File: src/logic/cgms_defs.vh
// Purpose: constants for the clock generator mode selector
// Assumes: included by its bare name
// Notes: offsets are byte addresses on the plain register port
`ifndef CGMS_DEFS_VH
`define CGMS_DEFS_VH

// register offsets
`define CGMS_OFF_CTRL1   8'h00
`define CGMS_OFF_CTRL3   8'h04
`define CGMS_OFF_TEST    8'h08
`define CGMS_OFF_STATUS  8'h0c

// control 1 fields
`define CGMS_SRC_HI      7
`define CGMS_SRC_LO      6
`define CGMS_REFERENCE_DIVIDER_HI     5
`define CGMS_REFERENCE_DIVIDER_LO     3
`define CGMS_IREF_BIT    2
`define CGMS_LP_BIT      1
// control 3 fields
`define CGMS_LOOP_BIT    6
`define CGMS_EXTRA_REF_DIVIDE_BIT   4
`define CGMS_VCO_DIVIDER_HI     3
`define CGMS_VCO_DIVIDER_LO     0
// test register fields
`define CGMS_DMX_BIT     5
`define CGMS_DRS_BIT     0

// reset values
`define CGMS_CTRL1_RST   8'h04
`define CGMS_CTRL3_RST   8'h01
`define CGMS_TEST_RST    8'h00

// source select encodings
`define CGMS_SRC_LOOP    2'h0
`define CGMS_SRC_INT     2'h1
`define CGMS_SRC_EXT     2'h2

// output clock mux select
`define CGMS_MUX_FLL     2'h0
`define CGMS_MUX_PLL     2'h1
`define CGMS_MUX_INT     2'h2
`define CGMS_MUX_EXT     2'h3

// debug-link clock source
`define CGMS_LNK_NONE    2'h0
`define CGMS_LNK_FLL     2'h1
`define CGMS_LNK_DCO2    2'h2

// mode codes
`define CGMS_M_FEI       4'h0
`define CGMS_M_FEE       4'h1
`define CGMS_M_FBI       4'h2
`define CGMS_M_FBE       4'h3
`define CGMS_M_PEE       4'h4
`define CGMS_M_PBE       4'h5
`define CGMS_M_BYPASS_LOWPOWER_INTERNAL      4'h6
`define CGMS_M_BYPASS_LOWPOWER_EXTERNAL      4'h7
`define CGMS_M_STOP      4'h8

`endif

File: src/logic/cgms_mode_decode.v
// Purpose: combinational decode of requested clock mode from control fields
// Assumes: inputs come straight from registers
// Notes: a field set outside any documented mode decodes as an invalid request
`timescale 1ns/1ns
`default_nettype none
`include "cgms_defs.vh"

module cgms_mode_decode (
	// control fields
	input  wire [1:0] clockSourceSelect,
	input  wire       internalRefSelect,
	input  wire       loopSelect,
	input  wire       lowPowerBit,
	// debug
	input  wire       debugActive,
	// decoded request
	output reg  [3:0] reqMode,
	output reg        reqValid
);

	// mode from field combination; debug forces low-power modes to bypassed
	always @* begin
		reqMode  = `CGMS_M_FEI;
		reqValid = 1'b0;
		case (clockSourceSelect)
			`CGMS_SRC_LOOP: begin
				reqValid = ~(internalRefSelect & loopSelect);
				if (internalRefSelect)
					reqMode = `CGMS_M_FEI;
				else if (loopSelect)
					reqMode = `CGMS_M_PEE;
				else
					reqMode = `CGMS_M_FEE;
			end
			`CGMS_SRC_INT: begin
				reqValid = internalRefSelect & ~loopSelect;
				if (lowPowerBit & ~debugActive)
					reqMode = `CGMS_M_BYPASS_LOWPOWER_INTERNAL;
				else
					reqMode = `CGMS_M_FBI;
			end
			`CGMS_SRC_EXT: begin
				reqValid = ~internalRefSelect;
				if (lowPowerBit & ~debugActive)
					reqMode = `CGMS_M_BYPASS_LOWPOWER_EXTERNAL;
				else if (loopSelect)
					reqMode = `CGMS_M_PBE;
				else
					reqMode = `CGMS_M_FBE;
			end
			default: begin
				reqValid = 1'b0;
			end
		endcase
	end

endmodule // cgms_mode_decode
`default_nettype wire

File: src/logic/cgms_mode_select.v
// Function
// - default mode is fll engaged internal: source 00, internal ref 1, loop 0.
// - fll engaged internal drives output from fll on internal reference times dco factor.
// - source 00, internal ref 0, loop 0 gives fll engaged external; software divides reference.
// - fll engaged external drives output from fll locked to divided external reference.
// - source 01, internal ref 1, loop 0, low power 0 gives fll bypassed internal.
// - source 10, internal ref 0, loop 0, low power 0 gives fll bypassed external.
// - source 00, internal ref 0, loop 1 gives pll engaged external.
// - pll locks to divided reference times vco factor; engaged mode outputs pll.
// - pll modes: debug on gives dco divided by two link, else fll off.
// - source 10, internal ref 0, loop 1, low power 0 gives pll bypassed external.
// - dco range status reads zero in pll and both low-power modes.
// - source 01, internal ref 1, low power 1, no debug gives low-power internal.
// - debug active in low-power internal moves to fll bypassed internal.
// - source 10, internal ref 0, low power 1 gives low-power external, either loop.
// - nine-state mode machine allows only documented transitions.
// - fll modes derive link clock from fll and keep pll disabled.
// - debug active in low-power external moves to bypassed external by loop select.
// - dco range select writes ignored while low power or loop select set.
// - loop select 0 disables pll always; loop select 1 disables fll always.
//
// Purpose: mode selection logic of a multi-purpose clock generator
// Assumes: strobes one cycle, never both; read data valid the cycle after
// Notes: loops and clock muxes are analog/glitchless cells outside; this drives their selects
//   stop overrides any request; waking follows the pending request or falls back to fll engaged internal
//   a refused request holds the mode and keeps modeRefused high until software mends the fields
//   reference divider limits are software's duty; nothing here checks the divided frequency
//   range status reads through one register, standing in for the loop's clock domain crossing
//
// The address-and-strobe port and the address map were chosen for this implementation.
`timescale 1ns/1ns
`default_nettype none
`include "cgms_defs.vh"

module cgms_mode_select #(
	parameter ADDR_W = 8,
	parameter DATA_W = 8
) (
	// clock and reset
	input  wire              clk,
	input  wire              reset,
	// register port
	input  wire [ADDR_W-1:0] regAddr,
	input  wire [DATA_W-1:0] regWrData,
	input  wire              regWrite,
	input  wire              regRead,
	output reg  [DATA_W-1:0] regRdData,
	// chip context
	input  wire              debugActive,
	input  wire              stopRequest,
	// clock control
	output reg  [1:0]        mainClockMuxSel,
	output reg               fllEnable,
	output reg               pllEnable,
	output reg               fllOpenLoop,
	output reg  [1:0]        debugLinkSel,
	output reg  [3:0]        currentMode,
	output reg               modeRefused,
	// loop configuration
	output reg  [2:0]        referenceDivider,
	output reg               extraRefDivide,
	output reg  [3:0]        vcoDivider,
	output reg               dcoRangeSelect,
	output reg               dcoMaxFor32k,
	output reg               refSelectInternal
);

	// control 1 fields
	reg [1:0] srcSel_reg;
	reg [2:0] reference_divider_reg;
	reg       internal_ref_select_reg;
	reg       lp_reg;

	// control 3 fields
	reg       loop_reg;
	reg       extra_ref_divide_reg;
	reg [3:0] vco_divider_reg;

	// test register fields
	reg       dmx_reg;
	reg       drs_reg;
	reg       dco_range_status_reg;

	// mode machine
	reg [3:0] mode_reg;
	reg [3:0] mode_next;
	reg       refused_reg;
	reg       refused_next;

	// read path
	reg [DATA_W-1:0] rdData_next;

	// range status reads zero where the fll range is meaningless
	wire drstMasked = dco_range_status_reg &
		~((mode_reg == `CGMS_M_PEE) | (mode_reg == `CGMS_M_PBE) |
		  (mode_reg == `CGMS_M_BYPASS_LOWPOWER_INTERNAL) | (mode_reg == `CGMS_M_BYPASS_LOWPOWER_EXTERNAL));

	wire [3:0] reqMode;
	wire       reqValid;

	wire wrCtrl1 = regWrite & (regAddr == `CGMS_OFF_CTRL1);
	wire wrCtrl3 = regWrite & (regAddr == `CGMS_OFF_CTRL3);
	wire wrTest  = regWrite & (regAddr == `CGMS_OFF_TEST);

	// requested mode from registered fields
	cgms_mode_decode uDecode (
		.clockSourceSelect (srcSel_reg),
		.internalRefSelect (internal_ref_select_reg),
		.loopSelect        (loop_reg),
		.lowPowerBit       (lp_reg),
		.debugActive       (debugActive),
		.reqMode           (reqMode),
		.reqValid          (reqValid)
	);

	// software register writes
	always @(posedge clk or posedge reset) begin
		if (reset) begin
			srcSel_reg <= 2'h0;
			reference_divider_reg   <= 3'h0;
			internal_ref_select_reg  <= 1'h1;
			lp_reg     <= 1'h0;
			loop_reg   <= 1'h0;
			extra_ref_divide_reg  <= 1'h0;
			vco_divider_reg   <= 4'h1;
			dmx_reg    <= 1'h0;
			drs_reg    <= 1'h0;
		end else begin
			// source, divider, reference and low-power fields
			if (wrCtrl1) begin
				srcSel_reg <= regWrData[`CGMS_SRC_HI:`CGMS_SRC_LO];
				reference_divider_reg   <= regWrData[`CGMS_REFERENCE_DIVIDER_HI:`CGMS_REFERENCE_DIVIDER_LO];
				internal_ref_select_reg  <= regWrData[`CGMS_IREF_BIT];
				lp_reg     <= regWrData[`CGMS_LP_BIT];
			end
			// loop choice, extra divide and vco factor
			if (wrCtrl3) begin
				loop_reg <= regWrData[`CGMS_LOOP_BIT];
				// extra divide is an fll-only setting, frozen while the pll is chosen
				if (!loop_reg)
					extra_ref_divide_reg <= regWrData[`CGMS_EXTRA_REF_DIVIDE_BIT];
				vco_divider_reg <= regWrData[`CGMS_VCO_DIVIDER_HI:`CGMS_VCO_DIVIDER_LO];
			end
			// range select is locked while low power or loop select is set
			if (wrTest) begin
				dmx_reg <= regWrData[`CGMS_DMX_BIT];
				if (!(lp_reg | loop_reg))
					drs_reg <= regWrData[`CGMS_DRS_BIT];
			end
		end
	end

	// allowed moves of the nine-state machine; refused requests hold the mode
	function allowed;
		input [3:0] from;
		input [3:0] to;
		begin
			allowed = 1'b0;
			if (from == to)
				allowed = 1'b1;
			else
				case (from)
					// fll modes move freely among themselves
					`CGMS_M_FEI:  allowed = (to == `CGMS_M_FEE) |
					                        (to == `CGMS_M_FBI) |
					                        (to == `CGMS_M_FBE);
					`CGMS_M_FEE:  allowed = (to == `CGMS_M_FEI) |
					                        (to == `CGMS_M_FBI) |
					                        (to == `CGMS_M_FBE);
					`CGMS_M_FBI:  allowed = (to == `CGMS_M_FEI) |
					                        (to == `CGMS_M_FEE) |
					                        (to == `CGMS_M_FBE) |
					                        (to == `CGMS_M_BYPASS_LOWPOWER_INTERNAL);
					`CGMS_M_FBE:  allowed = (to == `CGMS_M_FEI) |
					                        (to == `CGMS_M_FEE) |
					                        (to == `CGMS_M_FBI) |
					                        (to == `CGMS_M_PBE) |
					                        (to == `CGMS_M_BYPASS_LOWPOWER_EXTERNAL);
					// pll modes are reached only through the bypassed external one
					`CGMS_M_PBE:  allowed = (to == `CGMS_M_FBE) |
					                        (to == `CGMS_M_PEE) |
					                        (to == `CGMS_M_BYPASS_LOWPOWER_EXTERNAL);
					`CGMS_M_PEE:  allowed = (to == `CGMS_M_PBE);
					// low-power modes leave only towards a bypassed mode
					`CGMS_M_BYPASS_LOWPOWER_INTERNAL: allowed = (to == `CGMS_M_FBI);
					`CGMS_M_BYPASS_LOWPOWER_EXTERNAL: allowed = (to == `CGMS_M_FBE) |
					                        (to == `CGMS_M_PBE);
					`CGMS_M_STOP: allowed = 1'b1; // wake returns to the requested mode
					default:      allowed = 1'b0;
				endcase
		end
	endfunction

	// next mode: stop overrides, else follow the request where the move is legal
	always @* begin
		mode_next    = mode_reg;
		refused_next = 1'b0;
		if (stopRequest) begin
			mode_next = `CGMS_M_STOP;
		end else if (reqValid && allowed(mode_reg, reqMode)) begin
			mode_next = reqMode;
		end else if (mode_reg == `CGMS_M_STOP) begin
			mode_next = `CGMS_M_FEI;
		end else begin
			refused_next = (reqMode != mode_reg) | ~reqValid;
		end
	end

	// mode register and range status; status lags the select one cycle like a sync
	always @(posedge clk or posedge reset) begin
		if (reset) begin
			mode_reg    <= `CGMS_M_FEI;
			refused_reg <= 1'b0;
			dco_range_status_reg    <= 1'b0;
		end else begin
			mode_reg    <= mode_next;
			refused_reg <= refused_next;
			dco_range_status_reg    <= drs_reg;
		end
	end

	// loop enables, output mux and link clock from the current mode
	always @* begin
		mainClockMuxSel = `CGMS_MUX_INT;
		fllEnable       = 1'b0;
		pllEnable       = 1'b0;
		fllOpenLoop     = 1'b0;
		debugLinkSel    = `CGMS_LNK_NONE;
		case (mode_reg)
			`CGMS_M_FEI, `CGMS_M_FEE: begin
				mainClockMuxSel = `CGMS_MUX_FLL;
				fllEnable       = 1'b1;
				debugLinkSel    = `CGMS_LNK_FLL;
			end
			// bypassed fll modes keep the fll locking behind the mux
			`CGMS_M_FBI: begin
				mainClockMuxSel = `CGMS_MUX_INT;
				fllEnable       = 1'b1;
				debugLinkSel    = `CGMS_LNK_FLL;
			end
			`CGMS_M_FBE: begin
				mainClockMuxSel = `CGMS_MUX_EXT;
				fllEnable       = 1'b1;
				debugLinkSel    = `CGMS_LNK_FLL;
			end
			// pll modes: the fll runs open loop only when debug needs a link clock
			`CGMS_M_PEE, `CGMS_M_PBE: begin
				mainClockMuxSel = (mode_reg == `CGMS_M_PEE) ? `CGMS_MUX_PLL : `CGMS_MUX_EXT;
				pllEnable       = 1'b1;
				// dco free-runs only to clock the debug link
				fllOpenLoop  = debugActive;
				debugLinkSel = debugActive ? `CGMS_LNK_DCO2 : `CGMS_LNK_NONE;
			end
			// low-power modes run no loop and give no link clock
			`CGMS_M_BYPASS_LOWPOWER_INTERNAL: begin
				mainClockMuxSel = `CGMS_MUX_INT;
			end
			`CGMS_M_BYPASS_LOWPOWER_EXTERNAL: begin
				mainClockMuxSel = `CGMS_MUX_EXT;
			end
			// stop keeps both loops off; the select rests on the internal reference
			`CGMS_M_STOP: begin
				mainClockMuxSel = `CGMS_MUX_INT;
			end
			default: begin
				mainClockMuxSel = `CGMS_MUX_INT;
			end
		endcase
		// loop select gates the unused loop in every mode
		if (loop_reg)
			fllEnable = 1'b0;
		else
			pllEnable = 1'b0;
	end

	// registered state and configuration outputs
	always @(posedge clk or posedge reset) begin
		if (reset) begin
			currentMode       <= `CGMS_M_FEI;
			modeRefused       <= 1'b0;
			referenceDivider  <= 3'h0;
			extraRefDivide    <= 1'b0;
			vcoDivider        <= 4'h1;
			dcoRangeSelect    <= 1'b0;
			dcoMaxFor32k      <= 1'b0;
			refSelectInternal <= 1'b1;
		end else begin
			currentMode       <= mode_next;
			modeRefused       <= refused_next;
			referenceDivider  <= reference_divider_reg;
			extraRefDivide    <= extra_ref_divide_reg;
			vcoDivider        <= vco_divider_reg;
			dcoRangeSelect    <= drs_reg;
			dcoMaxFor32k      <= dmx_reg;
			refSelectInternal <= internal_ref_select_reg;
		end
	end

	// read mux; range status is forced low where the fll range is meaningless
	always @* begin
		rdData_next = {DATA_W{1'b0}};
		case (regAddr)
			`CGMS_OFF_CTRL1: begin
				rdData_next[`CGMS_SRC_HI:`CGMS_SRC_LO]   = srcSel_reg;
				rdData_next[`CGMS_REFERENCE_DIVIDER_HI:`CGMS_REFERENCE_DIVIDER_LO] = reference_divider_reg;
				rdData_next[`CGMS_IREF_BIT]              = internal_ref_select_reg;
				rdData_next[`CGMS_LP_BIT]                = lp_reg;
			end
			`CGMS_OFF_CTRL3: begin
				rdData_next[`CGMS_LOOP_BIT]              = loop_reg;
				rdData_next[`CGMS_EXTRA_REF_DIVIDE_BIT]             = extra_ref_divide_reg;
				rdData_next[`CGMS_VCO_DIVIDER_HI:`CGMS_VCO_DIVIDER_LO] = vco_divider_reg;
			end
			`CGMS_OFF_TEST: begin
				rdData_next[`CGMS_DMX_BIT] = dmx_reg;
				rdData_next[`CGMS_DRS_BIT] = drstMasked;
			end
			// status: current mode and the refusal flag
			`CGMS_OFF_STATUS: begin
				rdData_next[3:0] = mode_reg;
				rdData_next[4]   = refused_reg;
			end
			default: begin
				rdData_next = {DATA_W{1'b0}};
			end
		endcase
	end

	// read data stands only in the cycle after the strobe
	always @(posedge clk or posedge reset) begin
		if (reset)
			regRdData <= {DATA_W{1'b0}};
		else if (regRead)
			regRdData <= rdData_next;
		else
			regRdData <= {DATA_W{1'b0}};
	end

endmodule // cgms_mode_select
`default_nettype wire

File: config.mk
export PLATFORM = sky130hd
export DESIGN_NAME = cgms_mode_select
export DESIGN_NICKNAME = d
export VERILOG_FILES = /design/src/logic/cgms_mode_decode.v /design/src/logic/cgms_mode_select.v
export VERILOG_INCLUDE_DIRS = /design/src /design/src/logic
export SDC_FILE = /design/constraint.sdc
export NUM_CORES = 1
export LEC_CHECK = 0
export BUFFER_PORTS_ARGS = -buffer_cell sky130_fd_sc_hd__buf_2
export CAP_MARGIN = 15
export CORE_UTILIZATION = 52
export DETAILED_ROUTE_END_ITERATION = 6
export PLACE_DENSITY = 0.79
export RECOVER_POWER = 25
export SYNTH_ARGS = -nofsm -noshare
export SYNTH_HDL_FRONTEND = slang
export SYNTH_SLANG_ARGS = --single-unit
File: constraint.sdc
create_clock -name clk -period 2.7 [get_ports clk]
set_input_delay 0.135 -clock clk [delete_from_list [all_inputs] [get_ports clk]]
set_output_delay 0.135 -clock clk [all_outputs]
set_load 0.05 [all_outputs]
==> metrics.txt, run 1 <==
post-synthesis sequential area ratio 0.490; CP arrival roughly 2.5 ns; fraction of layout cells with a size suffix above 1 0.391; status complete, no violations; initial core utilization 0.543; Layout area overhead 18.8%; clk slew on worst S/H paths around 0.08 ns; CP top delay family compound AO/OA/AOI/OAI gates; setup TNS 0 ns; leakage 1.16 nW; Slew Viols, Final 0; Post-synth ARST share 1.00; cell mode on critical path nor2_1; Largest stage delay, worst path 0.63 ns; vias post-DR between 1500 and 2000; library cells used by synthesis 53; root cell of the clock tree clkbuf_8; worst skew pair latency 0.29 ns; Worst Path Buf+Inv 0; fin crit share 0.856; final-report hold violation count 0; peak supply drop 380 uV; Fin Clk Skew between 0.006 and 0.007 ns; RSZ-0062 raised after global routing no; Slowest-stage cell, CP dfrtp_1; Die X 64.0 um; GRT Util Overall 0.231; max cap viols 0; Worst setup SP type flip-flop; vias in the first global route 1558; Gates resized, CTS repair 0; EDFF count, synth 0; Avg WL per Cell between 15 and 20 um; Max FO, Critical Path 16; CP Capture Type flip-flop; Num CTS Buffers 5; I/O Buffers 52; CP required 2.91 ns; Synth Register Bits 39; DP HPWL ~3100 um; hold endpoint lp_reg; initial antenna violation count 0; die area approximately 4000 um^2; max_slew headroom 0.393; H-tree depth 2; Power Dens Cells approximately 800 nW/um^2; Core ar. 3690 um^2; Final Core Density 0.645; synth warn 0; io pins between 50 and 60; FF-to-FF path depth 7; vias per inst approximately 5.7; Least-Margin Pin Slew between 0.9 and 1 ns; Synth Net Count 205; Mapped Avg Cell Area roughly 11 um^2; GRT overflow 0; Max Freq about 430 MHz; clock sink count 39; diodes inserted 0; nets@finish roughly 260; RR Startpoint currentMode[2]; min-delay src regWrData[1]; chip height between 60 and 70 um; critical path depth in cells 7; pin count of the biggest net entering global routing 40; first-pass GRT wire length roughly 7100 um; worst hold path depth 2; row count 22; final wirelength 4390 um; Cells after Synth 183; Final setup viols 0; Tmin final roughly 2.3 ns; crit path cell chain and4bb_2 -> mux2i_1 -> nor2_1 -> a2111o_1 -> a31oi_4 -> nor2_1 -> a311oi_2; ys flop type dfrtp_1; Final Wtd Congestion between 0.9 and 1; Reg-to-Reg End currentMode[2]; drt first pass iters 4; max FFs per register 8; initial DRC count 48; mapped cell area approximately 2000 um^2; CTS hold repair buffers 1; Routed Antenna Nets 0; Post-route DRC 0; Reg2Reg Setup Slack roughly 0.39 ns; TritonCTS clock tree yes; class of the worst hold path input port to flip-flop; clock buffer depth 2; WS Path Type flip-flop to flip-flop; Post-CTS Setup Bufs 0; Top reg by flops regRdData
==> Yosys cell counts, types with 2 or more instances <==
cell	n	area, um^2
and4bb_2	2	25.0
mux2i_1	8	80.1
a21oi_1	6	30.0
xnor2_1	2	17.5
nor2_1	25	93.8
and3_1	2	12.5
nor3b_1	3	22.5
nor3_1	6	30.0
dfstp_2	4	105
nor4_1	3	18.8
nor2b_1	3	18.8
nand2b_1	5	31.3
a31oi_1	4	25.0
o21ai_0	6	30.0
buf_2	6	30.0
inv_1	2	7.51
nand3_1	2	10.0
clkbuf_1	4	15.0
or3_1	2	12.5
dfrtp_1	35	876
a211oi_1	2	15.0
mux2_2	14	158
nand2_1	7	26.3
==> logic make-up after synthesis <==
group	Yosys count	share of synthesized area
and+or+nand+nor	71	0.201
DFF	39	0.490
AOI/OAI and AO/OA	33	0.138
muxes	23	0.124
buffers and inverters	14	0.0337
xor gates and xnor gates	3	0.0131
==> worst reg2reg max path: cells and delay by family, from the launching register on <==
family	cells	cell delay, ns
AO/OA/AOI/OAI	3	0.92
flip-flops	1	0.63
AND/OR/NAND/NOR	3	0.48
multiplexers	1	0.19
==> worst max path at each step <==
stage,to,slack (ns),start
after floorplan,currentMode[2],0.45,currentMode[0]
after global placement,currentMode[2],0.48,currentMode[2]
after detailed placement,currentMode[2],0.42,currentMode[2]
after CTS,currentMode[2],0.39,currentMode[2]
after global routing,currentMode[2],0.22,currentMode[2]
final,currentMode[2],0.39,currentMode[2]
==> layout make-up <==
type	count	area, um^2
Tap cell	48	60.1
Multi-Input combinational cell	130	953
Sequential cell	39	981
Fill cell	336	1310
Timing Repair Buffer	56	290
Clock buffer	6	72.6
Clock inverter	2	12.5
Inverter	2	7.51
==> power by group <==
part / internal (W) / total, W / leakage, nW / switching [W]
combinational: 0.000267 / 0.000771 / 0.598 / 0.000504
clock: 0.000180 / 0.000384 / 0.0412 / 0.000204
sequential: 0.000636 / 0.000753 / 0.520 / 0.000117
==> cells in the final DEF (no fill, tap or decap), drive strengths merged, types with 7 or more instances in the layout <==
| master | synthesis | routed |
|---|---|---|
| buf | 8 | 54 |
| dfrtp | 35 | 35 |
| mux2i | 8 | 8 |
| mux2 | 15 | 15 |
| nand2 | 7 | 7 |
| o21ai | 7 | 7 |
| nor2 | 25 | 25 |
| clkbuf | 4 | 7 |
==> metrics by stage <==
stage	area (um^2)	setup WS [ns]	hold slack (ns)	instances	total power (W)
6_report	2380	0.388	0.0747	283	0.00191
5_1_grt	2380	0.224	0.0722	283	0.00200
4_1_cts	2380	0.392	0.0747	283	0.00192
3_5_place_dp	2280	0.416	0.271	274	0.00153
3_3_place_gp	2280	0.482	0.262	274	0.00152
2_1_floorplan	2000	0.453	0.193	183	0.00138
==> routing by layer <==
| metal | vias up | global-route usage | part of all wire | wire length, um |
|---|---|---|---|---|
| li1 | 763 | - | - | - |
| met1 | 780 | 0.304 | 0.44 | 1930 |
| met2 | 56 | 0.372 | 0.49 | 2160 |
| met3 | 5 | 0.0589 | 0.060 | 265 |
| met4 | 0 | 0.0739 | 0.0071 | 31 |
| met5 | - | 0 | 0 | 0 |
Power figures use the tool's default switching activity.
==> inputs of run 2 (changes only) <==
--- a/config.mk
+++ b/config.mk
@@ -8,9 +8,11 @@
 export LEC_CHECK = 0
 export BUFFER_PORTS_ARGS = -buffer_cell sky130_fd_sc_hd__buf_2
 export CAP_MARGIN = 15
-export CORE_UTILIZATION = 52
+export CELL_PAD_IN_SITES_DETAIL_PLACEMENT = 1
+export CELL_PAD_IN_SITES_GLOBAL_PLACEMENT = 1
+export CORE_UTILIZATION = 40
 export DETAILED_ROUTE_END_ITERATION = 6
-export PLACE_DENSITY = 0.79
+export PLACE_DENSITY_LB_ADDON = 0.1
 export RECOVER_POWER = 25
 export SYNTH_ARGS = -nofsm -noshare
 export SYNTH_HDL_FRONTEND = slang
==> metrics.txt, run 2 (synthesized netlist as in run 1, its figures left out) <==
status complete, no violations; clock sink count 39 (unchanged); met2 wire len 2750 um (+27%); Tmin final 2.41 ns (+0.100 ns); DP Area 2320 um^2 (+1.4%); Slew Viols, Final 0 (unchanged); CP Capture Type flip-flop; Least-Margin Pin Slew 0.955 ns (+0.0443 ns); vias post-DR 1664 (+3.7%); top sig layer met4; Power Dens Cells 851 nW/um^2 (+6.0%); fin crit share 0.894 (+0.0372); vias in the first global route 1746 (+12%); nets@finish 257 (+0.39%); I/O Buffers 52 (unchanged); initial DRC count 84 (+75%); clock buffer depth 2 (unchanged); Core ar. 4750 um^2 (+29%); Layout area overhead 21.9%; Post-route DRC 0 (unchanged); Worst setup SP type flip-flop; Routed Antenna Nets 0 (unchanged); io pins 53 (unchanged); Top reg by flops regRdData; H-tree depth 2 (unchanged); vias per inst 5.49 (-3.1%); pin count of the biggest net entering global routing 40 (unchanged); CP required 2.91 ns (about the same); fraction of layout cells with a size suffix above 1 0.398 (+0.00682); Fin Clk Skew 0.00395 ns (-0.00262 ns); Max FO, Critical Path 16 (unchanged); Final Wtd Congestion 0.870 (-4.8%); DP HPWL 3900 um (+25%); peak supply drop 394 uV (+3.6%); leakage 1.18 nW (+2.1%); Num CTS Buffers 5 (unchanged); chip height 72.7 um (+14%); GRT overflow 0 (unchanged); max cap viols 0 (unchanged); drt first pass iters 4 (unchanged); most frequent cells in the layout 52 x buf_2, 35 x dfrtp_1, 25 x nor2_1; Gates resized, CTS repair 0 (unchanged); max FFs per register 8 (unchanged); row count 25 (+14%); Avg WL per Cell 17.9 um (+15%); diodes inserted 0 (unchanged); clk slew on worst S/H paths 0.08 ns (about the same); setup TNS 0 ns (unchanged); Post-CTS Setup Bufs 0 (unchanged); Die X 72.7 um (+14%); Max Freq 414 MHz (-4.2%); CP arrival 2.62 ns (+0.10 ns); final instance area 2440 um^2 (+2.7%); root cell of the clock tree clkbuf_8; total power 0.00208 W (+8.9%); initial antenna violation count 0 (unchanged); wire length on met3 252 um (-4.9%); max_slew headroom 0.363 (-0.0296); RSZ-0062 raised after global routing no; initial core utilization 0.421 (-0.122); final wirelength 5420 um (+24%); TritonCTS clock tree yes; most common cell after layout, fill and taps aside buf_2; final-report hold violation count 0 (unchanged); wire length on met1 2320 um (+20%); Final Core Density 0.513 (-0.131); WS Path Type flip-flop to flip-flop; class of the worst hold path input port to flip-flop; first-pass GRT wire length 8740 um (+22%); Final setup viols 0 (unchanged); GRT Util Overall 0.225 (-0.00653); worst skew pair latency 0.29 ns (about the same); die area 5290 um^2 (+29%)
==> run 2: cell types whose count changed in the layout (fill, tap and decap cells not counted) <==
cell and change:
buf_4 +1, bufinv_16 +1, clkbuf_1 -1, clkbuf_8 +1, clkinvlp_4 -1
==> run 2: worst paths after layout <==
check,start,end,slack (ns),cells after the start
hold reg to reg,vco_divider_reg[0],vcoDivider[0],0.39,0
setup / recovery,currentMode[2],currentMode[2],0.29,7
hold / removal,regWrData[1],lp_reg,0.07,2
setup reg to reg,currentMode[2],currentMode[2],0.29,7
max in group asynchronous,reset,srcSel_reg[1],1.42,4
min in group asynchronous,reset,regRdData[2],0.69,4
==> run 2: report_power, final <==
group          switching (W)  internal (W)
registers           0.000116      0.000636
clock network       0.000209      0.000299
logic               0.000548      0.000269
==> run 2: metrics by stage <==
stage | instances | hold slack [ns] | setup slack, ns
final | 303 | 0.0670 | 0.287
after global routing | 303 | 0.0706 | 0.172
after CTS | 303 | 0.0666 | 0.274
after detailed placement | 294 | 0.279 | 0.315
after global placement | 294 | 0.266 | 0.466
after floorplan | 183 | 0.193 | 0.453
==> run 2: repair_timing <==
action	CTS	global route
endpoints found under the setup margin	0	0
endpoints found under the hold margin	35	0
hold buffers	1	0
==> run 2: area by class of cell <==
class                           count  area (um^2)
Multi-Input combinational cell    130          953
Sequential cell                    39          981
Inverter                            2         7.51
Timing Repair Buffer               57          298
Fill cell                         543         2310
Clock inverter                      2         35.0
Tap cell                           67         83.8
Clock buffer                        6         82.6
==> run 2: metal layers <==
metal,global-route usage,up-vias
met1,0.282,843
met4,0.0784,0
met3,0.0470,8
met2,0.384,50
li1,-,763
met5,0,-
==> run 2: critical path: stages (launching register included) <==
cell      delay (ns)
dfrtp_1         0.66
and4bb_2        0.35
mux2i_1         0.22
nor2_1          0.06
a2111o_1        0.44
a31oi_4         0.27
nor2_1          0.08
a311oi_2        0.24
==> inputs of run 3 (changes only) <==
--- a/config.mk
+++ b/config.mk
@@ -10,10 +10,12 @@
 export CAP_MARGIN = 15
 export CELL_PAD_IN_SITES_DETAIL_PLACEMENT = 1
 export CELL_PAD_IN_SITES_GLOBAL_PLACEMENT = 1
+export CORE_MARGIN = 2
 export CORE_UTILIZATION = 40
 export DETAILED_ROUTE_END_ITERATION = 6
 export PLACE_DENSITY_LB_ADDON = 0.1
 export RECOVER_POWER = 25
 export SYNTH_ARGS = -nofsm -noshare
 export SYNTH_HDL_FRONTEND = slang
+export SYNTH_HIERARCHICAL = 1
 export SYNTH_SLANG_ARGS = --single-unit
==> metrics.txt, run 3 <==
synth warn 6 (+6); WS Path Type flip-flop to flip-flop; TritonCTS clock tree yes; initial core utilization 0.415 (-0.00569); max cap viols 0 (unchanged); P_sw 0.000605 W (-31%); GRT overflow 0 (unchanged); setup TNS 0 ns (unchanged); I/O Buffers 52 (unchanged); # fillers 564 (+3.9%); sw frac 0.363 (-0.0573); drt first pass iters 4 (unchanged); Synth Net Count 200 (-2.4%); Least-Margin Pin Slew 0.953 ns (-0.00177 ns); Max FO, Critical Path 11 (-5); die area 5480 um^2 (+3.6%); GRT Util Overall 0.194 (-0.0307); io pins 53 (unchanged); Die X 74.0 um (+1.8%); initial DRC count 76 (-9.5%); vias in the first global route 1630 (-6.6%); Post-CTS Setup Bufs 0 (unchanged); final instance area 2370 um^2 (-2.8%); DP Area 2250 um^2 (-2.9%); Final Wtd Congestion 0.789 (-9.3%); library cells used by synthesis 51 (-3.8%); Cells after Synth 178 (-2.7%); H-tree depth 2 (unchanged); Mapped Avg Cell Area 11.0 um^2 (+0.75%); fraction of layout cells with a size suffix above 1 0.389 (-0.00892); most common cell in the netlist dfrtp_1; post-synth top area share 0.446 (+0.00893); pin count of the biggest net entering global routing 40 (unchanged); post-synthesis sequential area ratio 0.500 (+0.0100); max FFs per register 8 (unchanged); ys flop type dfrtp_1; first-pass GRT wire length 7970 um (-8.8%); CP arrival 2.69 ns (+0.07 ns); worst skew pair latency 0.29 ns (about the same); Num CTS Buffers 5 (unchanged); Seq pwr share 0.417 (+0.055); leakage 1.17 nW (-1.2%); Setup WS post-layout 0.215 ns (-0.0722 ns); Synth Register Bits 39 (unchanged); Tmin final 2.48 ns (+0.0722 ns); Avg WL per Cell 16.4 um (-8.2%); row count 25 (unchanged); clock buffer depth 2 (unchanged); max_slew headroom 0.364 (+0.00118); Routed Antenna Nets 0 (unchanged); Post-route DRC 0 (unchanged); combinational share of power 0.291 (-0.102); Top reg by flops regRdData; clock sink count 39 (unchanged); vias post-DR 1499 (-9.9%); Setup WS pre-CTS 0.150 ns (-0.166 ns); Power Dens Cells 703 nW/um^2 (-17%); CP Capture Type flip-flop; RSZ-0062 raised after global routing no; Max Freq 402 MHz (-2.9%); fin crit share 0.920 (+0.0268); peak supply drop 296 uV (-25%); register area 981 um^2 (unchanged); DP HPWL 3520 um (-9.6%); Slew Viols, Final 0 (unchanged); vias per inst 5.12 (-6.8%); CP required 2.90 ns (about the same); Layout area overhead 20.9%; most common cell after layout, fill and taps aside buf_2; top cells by count, synth 35 x dfrtp_1, 20 x nor2_1, 14 x mux2_2, 9 x nand2b_1, 8 x mux2i_1; status complete, no violations; chip height 74.0 um (+1.8%); EDFF count, synth 0 (unchanged); Post-synth ARST share 1.00 (unchanged); P_int 0.00106 W (-12%); final wirelength 4810 um (-11%); Clk network pwr share 0.292 (+0.048); final-report hold violation count 0 (unchanged); initial antenna violation count 0 (unchanged); Fin Clk Skew 0.00438 ns (+0.000424 ns); Yosys top cell by area dfrtp_1; class of the worst hold path input port to flip-flop; synth top area cells dfrtp_1 45%, mux2_2 8.0%, dfstp_2 5.4%; area of the multi-input gates 890 um^2 (-6.7%); clk slew on worst S/H paths 0.08 ns (about the same); Final setup viols 0 (unchanged); diodes inserted 0 (unchanged); most frequent cells in the layout 52 x buf_2, 35 x dfrtp_1, 20 x nor2_1; Worst setup SP type flip-flop; Core ar. 4720 um^2 (-0.66%); mapped cell area 1960 um^2 (-2.0%); root cell of the clock tree clkbuf_8; nets@finish 247 (-3.9%)
-- run 3: cell types whose count changed after synthesis, moves of 3 or more --
cell | before | now
buf_4 | 0 | 4
inv_1 | 2 | 6
nand2b_1 | 5 | 9
nor2_1 | 25 | 20
nor4_1 | 3 | 0
o21ai_0 | 6 | 1
-- run 3: path summary, 6_finish.rpt --
kind                                         start              endpoint  slack [ns]  depth (start not counted)
max in group asynchronous                    reset         vcoDivider[2]        1.42                          4
min                                   regWrData[4]  extra_ref_divide_reg        0.07                          2
min reg2reg                                drs_reg        dcoRangeSelect        0.38                          0
max                        internal_ref_select_reg           modeRefused        0.22                          8
min in group asynchronous                    reset          regRdData[0]        0.69                          4
max reg2reg                internal_ref_select_reg           modeRefused        0.22                          8
-- run 3: layout make-up --
type | instances | area share
well taps | 67 | 0.0353
repair buffers | 55 | 0.119
clock buffers | 5 | 0.0290
multi-input cells | 118 | 0.375
clock inverters | 3 | 0.0185
flip-flops and latches | 39 | 0.414
inverters | 6 | 0.00949
-- run 3: power groups by stage --
| stage | sequential [W] | combinational (W) | clock, W |
|---|---|---|---|
| floorplan | 0.000752 | 0.000331 | 0 |
| global route | 0.000706 | 0.000521 | 0.000521 |
| global placement | 0.000706 | 0.000472 | 0 |
| finish | 0.000695 | 0.000485 | 0.000487 |
| CTS | 0.000697 | 0.000486 | 0.000503 |
| detailed placement | 0.000709 | 0.000483 | 0 |
-- run 3: metrics by stage --
| stage | util | std cells | hold slack, ns | total power (W) |
|---|---|---|---|---|
| detailed placement | 0.476 | 284 | 0.283 | 0.00119 |
| CTS | 0.502 | 293 | 0.0680 | 0.00169 |
| floorplan | - | 178 | 0.193 | 0.00108 |
| global route | 0.502 | 293 | 0.0726 | 0.00175 |
| finish | 0.502 | 293 | 0.0728 | 0.00167 |
| global placement | 0.476 | 284 | 0.260 | 0.00118 |
-- run 3: cell families (layout without fill, tap and decap cells) --
logic type / count (synthesis) / in the layout / share of synthesized area
flops: 39 / 39 / 0.500
simple gates: 60 / 60 / 0.173
mux: 23 / 23 / 0.127
other cells: 1 / 1 / 0.00191
compound gates: 29 / 29 / 0.125
xor+xnor: 5 / 5 / 0.0223
buf+inv: 21 / 69 / 0.0510
-- run 3: per-layer routing --
layer | track usage | part of all wire | vias up
met2 | 0.319 | 0.48 | 38
met5 | 0 | 0 | -
met3 | 0.0515 | 0.046 | 4
li1 | - | - | 714
met1 | 0.255 | 0.47 | 743
met4 | 0.0485 | 0.0075 | 0
-- run 3: critical path, cell delays in order (launching register included) --
cell and delay [ns]:
dfstp_1 0.63, nand2b_1 0.12, nand3_1 0.12, o21ai_2 0.17
nor3b_1 0.20, o2111ai_1 0.25, o311ai_1 0.20, o41a_1 0.48
a211oi_2 0.23
-- run 3: what timing repair did --
item	4_1_cts	5_1_grt
setup endpoints to repair	0	5
gates resized for setup	0	1
hold endpoints to repair	35	0
hold buffers	1	0
